### src/rtl/vpr_regs.svh
// Offsets, field positions, reset values and timing counts of the page relocation block
// Overview of operation
// - Mapping off: addresses 160000-177777 get both upper physical bits forced to one.
// - Two banks of eight entries, each a 16-bit base and 16-bit descriptor pair.
// - Privileged mode translates through bank zero, unprivileged mode through bank one.
// - Mapping on: 16-bit address is virtual, combined with its entry into 18 bits.
// - Eight pages of up to 4K words, each relocated through its own entry.
// - Page length runs from one to 128 blocks of 32 words.
// - Page base sits on any 32-word boundary, counted in 32-word blocks.
// - Short pages allow access only inside their length; beyond it the reference aborts.
// - Several entries may point at one physical region, even with different keys.
// - Three protection levels per page: no access, read only, read/write.
// - Unprivileged mode refuses instructions that could halt or touch privileged space.
// - Two stack pointers, one per mode, chosen by the current mode.
// - Mapped space reaches 124K words; top 4K physical words are the I/O page.
// - Mode 00 selects privileged bank, 11 unprivileged; 01 and 10 abort everything while mapping is on.
// - Base register holds a 12-bit base field low; bits 15-12 are reserved.
// - Access keys 0 and 2 abort any reference; key 1 allows reads, aborts writes.
`ifndef VPR_REGS_SVH
`define VPR_REGS_SVH
`define VPR_ENTRY_TOP 8'h80
`define VPR_CTRL_OFS 8'h80
`define VPR_STAT_OFS 8'h84
`define VPR_IEN_OFS 8'h88
`define VPR_ICLR_OFS 8'h8c
`define VPR_BANK_BIT 6
`define VPR_KIND_BIT 5
`define VPR_BASE_W 12
`define VPR_BLK_SHIFT 6
`define VPR_KEY_LSB 1
`define VPR_LEN_LSB 8
`define VPR_KEY_RO 2'h1
`define VPR_KEY_RW 2'h3
`define VPR_MODE_PRIV 2'h0
`define VPR_MODE_UNPRIV 2'h3
`define VPR_IO_PAGE 3'h7
`define VPR_IO_EXT 2'h3
`define VPR_ENTRY_RST 16'h0000
`define VPR_EV_RST 4'h0
`define VPR_SP_RST 16'h0000
`define VPR_EV_MODE 0
`define VPR_EV_KEY 1
`define VPR_EV_RO 2
`define VPR_EV_LEN 3
`define VPR_XLAT_CYC 1
`endif

### src/rtl/vpr_pkg.sv
// Types shared by the page relocation block and its users
package vpr_pkg;
  // Address request from the processor core
  typedef struct packed {
    logic valid;
    logic write;
    logic [1:0] mode;
    logic [15:0] vaddr;
  } xlat_req_t;

  // Registered answer toward the core and memory bus
  typedef struct packed {
    logic done;
    logic abort;
    logic io_page;
    logic [17:0] paddr;
  } xlat_rsp_t;
endpackage : vpr_pkg

### src/rtl/virtual_page_relocation.sv
// Virtual to physical page relocation with Avalon-MM register access
//
// Register access over Avalon-MM and the address map were chosen for this implementation.
`include "vpr_regs.svh"

module virtual_page_relocation #(
  parameter int PAGES = 8
) (
  input wire logic sys_clk,
  input wire logic rst,
  input wire logic [7:0] avs_address,
  input wire logic avs_read,
  input wire logic avs_write,
  input wire logic [31:0] avs_writedata,
  output logic [31:0] avs_readdata,
  output logic avs_waitrequest,
  output logic irq,
  input wire vpr_pkg::xlat_req_t xlat_req,
  output vpr_pkg::xlat_rsp_t xlat_rsp,
  output logic priv_instr_ok,
  input wire logic sp_wr,
  input wire logic [15:0] sp_wdata,
  output logic [15:0] sp_rdata
);

  localparam int ENTRIES = 2 * PAGES;

  // ----------------------------------------
  // Register storage
  // ----------------------------------------
  logic [15:0] base_mem [ENTRIES];
  logic [15:0] desc_mem [ENTRIES];
  logic map_en_reg;
  logic map_en_next;
  logic [3:0] stat_reg;
  logic [3:0] stat_next;
  logic [3:0] ien_reg;
  logic [3:0] ien_next;
  logic resp_reg;
  logic resp_next;
  logic [31:0] rdata_reg;
  logic [31:0] rdata_next;
  logic [15:0] sp_reg [2];
  vpr_pkg::xlat_rsp_t rsp_reg;
  vpr_pkg::xlat_rsp_t rsp_next;

  // ----------------------------------------
  // Translation path
  // ----------------------------------------
  logic bank;
  logic [3:0] idx;
  logic [2:0] page;
  logic [6:0] blk;
  logic [1:0] key;
  logic [6:0] len;
  logic [11:0] base;
  logic mode_bad;
  logic key_bad;
  logic ro_bad;
  logic len_bad;
  logic abort_c;
  logic [3:0] ev;
  logic [17:0] mapped_pa;
  logic [17:0] flat_pa;

  // Entry select and checks, all from one cycle of the request
  always_comb begin
    bank = (xlat_req.mode == `VPR_MODE_UNPRIV);
    page = xlat_req.vaddr[15:13];
    idx = {bank, page};
    blk = xlat_req.vaddr[12:6];
    base = base_mem[idx][`VPR_BASE_W-1:0];
    key = desc_mem[idx][`VPR_KEY_LSB +: 2];
    len = desc_mem[idx][`VPR_LEN_LSB +: 7];
    mode_bad = (xlat_req.mode != `VPR_MODE_PRIV) && !bank;
    key_bad = (key != `VPR_KEY_RO) && (key != `VPR_KEY_RW);
    ro_bad = (key == `VPR_KEY_RO) && xlat_req.write;
    len_bad = blk > len;
    // No overlap check: aliasing entries are legal
    mapped_pa = {base, 6'h00} + {5'h00, xlat_req.vaddr[12:0]};
    flat_pa = {(page == `VPR_IO_PAGE) ? `VPR_IO_EXT : 2'h0, xlat_req.vaddr};
    ev = '0;
    // Only the first failing check is logged, mode before key before length
    if (mode_bad) begin
      ev[`VPR_EV_MODE] = 1'b1;
    end else if (key_bad) begin
      ev[`VPR_EV_KEY] = 1'b1;
    end else if (ro_bad) begin
      ev[`VPR_EV_RO] = 1'b1;
    end else if (len_bad) begin
      ev[`VPR_EV_LEN] = 1'b1;
    end
    abort_c = map_en_reg && (ev != '0);
  end

  // Answer is registered; an abort never shows done or an address
  always_comb begin
    rsp_next = '0;
    if (xlat_req.valid) begin
      if (!map_en_reg) begin
        rsp_next.done = 1'b1;
        rsp_next.paddr = flat_pa;
      end else if (abort_c) begin
        rsp_next.abort = 1'b1;
      end else begin
        rsp_next.done = 1'b1;
        rsp_next.paddr = mapped_pa;
      end
    end
    rsp_next.io_page = rsp_next.done && (rsp_next.paddr[17:13] == 5'h1f);
  end

  // Answer register; reset clears it so no stale done follows reset
  always_ff @(posedge sys_clk) begin
    if (rst) begin
      rsp_reg <= '0;
    end else begin
      rsp_reg <= rsp_next;
    end
  end

  assign xlat_rsp = rsp_reg;

  // ----------------------------------------
  // Mode side effects
  // ----------------------------------------
  // Privileged-only instructions are allowed in mode 00 alone
  assign priv_instr_ok = (xlat_req.mode == `VPR_MODE_PRIV);

  // One stack pointer per mode; illegal codes fall to the unprivileged one
  logic sp_sel;
  logic [15:0] sp_next [2];

  always_comb begin
    sp_sel = (xlat_req.mode != `VPR_MODE_PRIV);
    sp_next[0] = sp_reg[0];
    sp_next[1] = sp_reg[1];
    if (sp_wr) begin
      sp_next[sp_sel] = sp_wdata;
    end
  end

  // Stack pointer pair
  always_ff @(posedge sys_clk) begin
    if (rst) begin
      sp_reg[0] <= `VPR_SP_RST;
      sp_reg[1] <= `VPR_SP_RST;
    end else begin
      sp_reg[0] <= sp_next[0];
      sp_reg[1] <= sp_next[1];
    end
  end

  assign sp_rdata = sp_reg[sp_sel];

  // ----------------------------------------
  // Avalon-MM slave
  // ----------------------------------------
  logic access;
  logic wr_go;
  logic is_entry;
  logic [3:0] widx;
  logic base_we;
  logic desc_we;
  logic [3:0] clr_mask;

  // Each access waits exactly one cycle; read data is latched then
  always_comb begin
    access = avs_read || avs_write;
    resp_next = access && !resp_reg;
    wr_go = avs_write && resp_reg;
    is_entry = avs_address < `VPR_ENTRY_TOP;
    widx = {avs_address[`VPR_BANK_BIT], avs_address[4:2]};
    base_we = wr_go && is_entry && !avs_address[`VPR_KIND_BIT];
    desc_we = wr_go && is_entry && avs_address[`VPR_KIND_BIT];
    rdata_next = rdata_reg;
    if (avs_read && !resp_reg) begin
      rdata_next = '0;
      if (is_entry) begin
        rdata_next[15:0] = avs_address[`VPR_KIND_BIT] ? desc_mem[widx] : base_mem[widx];
        if (!avs_address[`VPR_KIND_BIT]) begin
          rdata_next[15:12] = 4'h0;
        end
      end else begin
        unique case (avs_address)
          `VPR_CTRL_OFS: rdata_next[0] = map_en_reg;
          `VPR_STAT_OFS: rdata_next[3:0] = stat_reg;
          `VPR_IEN_OFS: rdata_next[3:0] = ien_reg;
          default: rdata_next = '0;
        endcase
      end
    end
  end

  // Control, status and enable; a new event beats a same-cycle clear
  always_comb begin
    map_en_next = map_en_reg;
    ien_next = ien_reg;
    clr_mask = '0;
    if (wr_go && avs_address == `VPR_CTRL_OFS) begin
      map_en_next = avs_writedata[0];
    end
    if (wr_go && avs_address == `VPR_IEN_OFS) begin
      ien_next = avs_writedata[3:0];
    end
    if (wr_go && avs_address == `VPR_ICLR_OFS) begin
      clr_mask = avs_writedata[3:0];
    end
    stat_next = (stat_reg & ~clr_mask) | (xlat_req.valid && map_en_reg ? ev : 4'h0);
  end

  always_ff @(posedge sys_clk) begin
    if (rst) begin
      resp_reg <= 1'b0;
      rdata_reg <= '0;
      map_en_reg <= 1'b0;
      ien_reg <= `VPR_EV_RST;
      stat_reg <= `VPR_EV_RST;
    end else begin
      resp_reg <= resp_next;
      rdata_reg <= rdata_next;
      map_en_reg <= map_en_next;
      ien_reg <= ien_next;
      stat_reg <= stat_next;
    end
  end

  // Entry arrays; reserved base bits are dropped on write
  always_ff @(posedge sys_clk) begin
    if (rst) begin
      for (int i = 0; i < ENTRIES; i++) begin
        base_mem[i] <= `VPR_ENTRY_RST;
        desc_mem[i] <= `VPR_ENTRY_RST;
      end
    end else begin
      if (base_we) begin
        base_mem[widx] <= {4'h0, avs_writedata[11:0]};
      end
      if (desc_we) begin
        desc_mem[widx] <= avs_writedata[15:0];
      end
    end
  end

  assign avs_waitrequest = access && !resp_reg;
  assign avs_readdata = rdata_reg;
  assign irq = |(stat_reg & ien_reg);
endmodule : virtual_page_relocation

### config.mk
export PLATFORM = sky130hd
export DESIGN_NAME = virtual_page_relocation
export DESIGN_NICKNAME = d
export VERILOG_FILES = /design/src/rtl/vpr_pkg.sv /design/src/rtl/virtual_page_relocation.sv
export VERILOG_INCLUDE_DIRS = /design/src /design/src/rtl
export SDC_FILE = /design/constraint.sdc
export NUM_CORES = 1
export LEC_CHECK = 0
export BUFFER_PORTS_ARGS = -buffer_cell sky130_fd_sc_hd__buf_2
export CORE_ASPECT_RATIO = 1.4
export CORE_MARGIN = 4
export CORE_UTILIZATION = 60
export DETAILED_ROUTE_END_ITERATION = 8
export PLACE_DENSITY = 0.76
export SKIP_LAST_GASP = 1
export SLEW_MARGIN = 25
export SYNTH_ARGS = -nofsm -noshare
export SYNTH_HDL_FRONTEND = slang
export SYNTH_SLANG_ARGS = --single-unit
### constraint.sdc
create_clock -name sys_clk -period 4.59 [get_ports sys_clk]
set_input_delay 0 -clock sys_clk [delete_from_list [all_inputs] [get_ports sys_clk]]
set_output_delay 0 -clock sys_clk [all_outputs]
set_load 0.01 [all_outputs]
==> flow_summary.yaml <==
critical_path:
  r2r_slack_ns: 0.41
  ff2ff_path_depth: 12
  path_class: "reg -> reg"
  crit_required_ns: 5.10
  r2r_end: "xlat_rsp[8]$_SDFF_PP0_"
  crit_arrival_ns: 4.69
  r2r_start: "desc_mem[15][9]$_SDFFCE_PN0P_"
  crit_path_max_fanout: 7
  end_kind: "flop"
  start_kind: "flop"
timing:
  setup-violations-final: 0
  finClkSkew_ns: 0.0137
  fin_crit_sh_pct: 91.0
  max_freq_ghz: 0.240
  holdWs_ns: 0.0363
  fin_crit_ns: 4.18
  hold_viol: 0
  tightestPinTransition_ns: 0.953
  fin_tns_setup_ns: 0
  relSlewSlack_pct: 36.4
  rsz0062_at_grt: "false"
  final_max_slew_viol_count: 0
floorplanning:
  die_h_um: 258
  die_area_um2: 48000
  io_pins: 153
  core_um2: 44100
  rows: 91
  start_util_pct: 60.7
  chipWidth_um: 186
drt:
  drt_iter0_markers: 1572
  remaining_drc_errors: 0
  wl_per_cell_um: 27.7
  viasPerCell: 6.39
  firstDrtPassIters: 7
  ant_nets: 0
  num_vias: 16200
  drt_wl_total_mm: 70.4
logic_synthesis:
  postSynthCellCount: 1833
  yosys-top-cells-area: "edfxtp_1, mux4_2, and2_1"
  synthFlopType: "edfxtp_1"
  synth_top_cell_by_area: "edfxtp_1"
  syn_area_per_cell_um2: 14.6
  synth_top_area_share_pct: 50.3
  synth_warnings: 0
  seq_area_frac_synth_pct: 56.2
  synth-edff-count: 448
  syn-cell-area_um2: 26700
  synth_common_cells: "and2_1, edfxtp_1, mux4_2"
  ys_ff_latch: 527
  synth_cell_type_count: 58
  async_flop_share_pct: 0
  synth.most_common_cell: "and2_1"
layout:
  fin_cells: 2538
  largest_reg_flops: 256
  final_area_um2: 29700
  fin_nets: 2038
  synthToLayoutAreaGrowth_pct: 11.1
  drive_gt1_share_pct: 27.3
  utilization_pct: 67.4
pwr:
  switching_share_pct: 23.4
  power_frac_comb_pct: 10.7
  net-switching-power_w: 0.00242
  seq_power_share_pct: 52.3
  intPower_w: 0.00792
  leakagePower_nw: 11.0
  clkPwrFrac_pct: 37.0
  power_density_nw_per_um2: 348
  peakVddDrop_v: 0.000243
hold_path:
  hold_class: "in -> reg"
  min_path_cells: 4
  worstHoldStart: "avs_writedata[1]"
  min_to: "stat_reg[1]$_SDFF_PP0_"
placement:
  placed_area_um2: 27800
  dp_cells: 2401
  port_buffers: 120
  globalplace.congestion: 0.892
  detailed_place_hpwl_mm: 46.7
flow_run:
  max_cap_viol_count: 0
grt:
  gr-usage-all-layers_pct: 29.3
  grt_max_degree: 76
  grt_pass1_vias: 17100
  grt_pass1_wl_mm: 106
  antenna_found_initial: 2
  grt-ovfl-total: 0
clocking:
  htreeDepth: 2
  cts_resized: 0
  clk_latency_ns: 0.57
  clockBufferDepth: 3
  clockRootBuffer: "clkbuf_16"
  cts.sinks: 527
  clkTransAtPathRegs_ns: 0.06
  cts_buffers: 49
  cts_tree: "yes"
status:
  outcome: "completed"
[worst max-delay path, stage by stage (launching register included)]
cell,delay (ns)
edfxtp_1,0.39
mux4_2,0.49
mux4_2,0.47
inv_1,0.20
ha_1,0.29
nor2b_1,0.13
o21ai_0,0.13
a21oi_1,0.08
o22a_1,0.29
or4_1,0.61
a21o_1,0.29
a211oi_1,0.19
dlygate4sd3_1,0.57
[power by group through the flow]
stage	Combinational, W	Clock (W)	Sequential (W)
after floorplan	0.000732	0	0.00549
after global placement	0.00106	0	0.00549
after detailed placement	0.00107	0	0.00551
after CTS	0.00110	0.00385	0.00541
after global routing	0.00117	0.00405	0.00542
final	0.00111	0.00382	0.00541
[worst max path at each step]
| stage | from | end | slack [ns] | depth (start not counted) |
|---|---|---|---|---|
| after floorplan | xlat_req[13] | xlat_rsp[18]$_SDFF_PP0_ | 0.62 | 16 |
| after global placement | xlat_req[13] | xlat_rsp[18]$_SDFF_PP0_ | 0.61 | 13 |
| after detailed placement | xlat_req[13] | xlat_rsp[18]$_SDFF_PP0_ | 0.56 | 13 |
| after CTS | desc_mem[15][9]$_SDFFCE_PN0P_ | xlat_rsp[8]$_SDFF_PP0_ | 0.47 | 12 |
| after global routing | desc_mem[15][9]$_SDFFCE_PN0P_ | xlat_rsp[8]$_SDFF_PP0_ | 0.22 | 12 |
| final | desc_mem[15][9]$_SDFFCE_PN0P_ | xlat_rsp[8]$_SDFF_PP0_ | 0.41 | 12 |
[layer usage]
metal / vias to the layer above / routed length, um / global-route usage, %
li1: 7018 / - / -
met1: 8265 / 24700 / 35.4
met2: 735 / 36600 / 51.4
met3: 199 / 4640 / 4.08
met4: 0 / 4450 / 16.1
met5: - / 0 / 0
[layout by cell type (no fill, tap or decap), drive strengths merged, types with 22 or more instances in the layout]
| cell | count |
|---|---|
| and2 | 456 |
| edfxtp | 448 |
| mux4 | 239 |
| buf | 169 |
| nand2 | 87 |
| nor2 | 82 |
| dfxtp | 79 |
| clkbuf | 73 |
| dlygate4sd3 | 46 |
| a21oi | 39 |
| or2 | 34 |
| mux2 | 27 |
| a22oi | 22 |
[metrics by stage]
step | setup slack (ns) | power [W]
3_5_place_dp | 0.559 | 0.00658
4_1_cts | 0.466 | 0.0104
5_1_grt | 0.220 | 0.0106
3_3_place_gp | 0.612 | 0.00655
2_1_floorplan | 0.620 | 0.00622
6_report | 0.415 | 0.0103
[cell families (layout without fill, tap and decap cells)]
kind of cell,Yosys count,count (layout),share of synthesized area [%]
flops,527,527,56.2
xor+xnor,6,6,0.197
other cells,1,19,0.0140
buf+inv,189,318,3.11
mux,282,282,22.0
compound gates,95,95,2.47
fa+ha+maj,17,17,0.824
simple gates,716,716,15.2
[what timing repair did]
item | CTS | global route
buffers inserted | 0 | 0
hold buffers | 46 | 0
hold endpoints to repair | 131 | 0
[cell type report]
class	instances	area (um2)
flip-flops and latches	527	15000
multi-input cells	1132	10900
inverters	14	52.6
fillers	2980	14400
repair buffers	216	1510
diodes	3	7.51
well taps	558	698
clock buffers	72	1390
clock inverters	16	78.8
No activity file was read; power rests on OpenSTA's default activity.
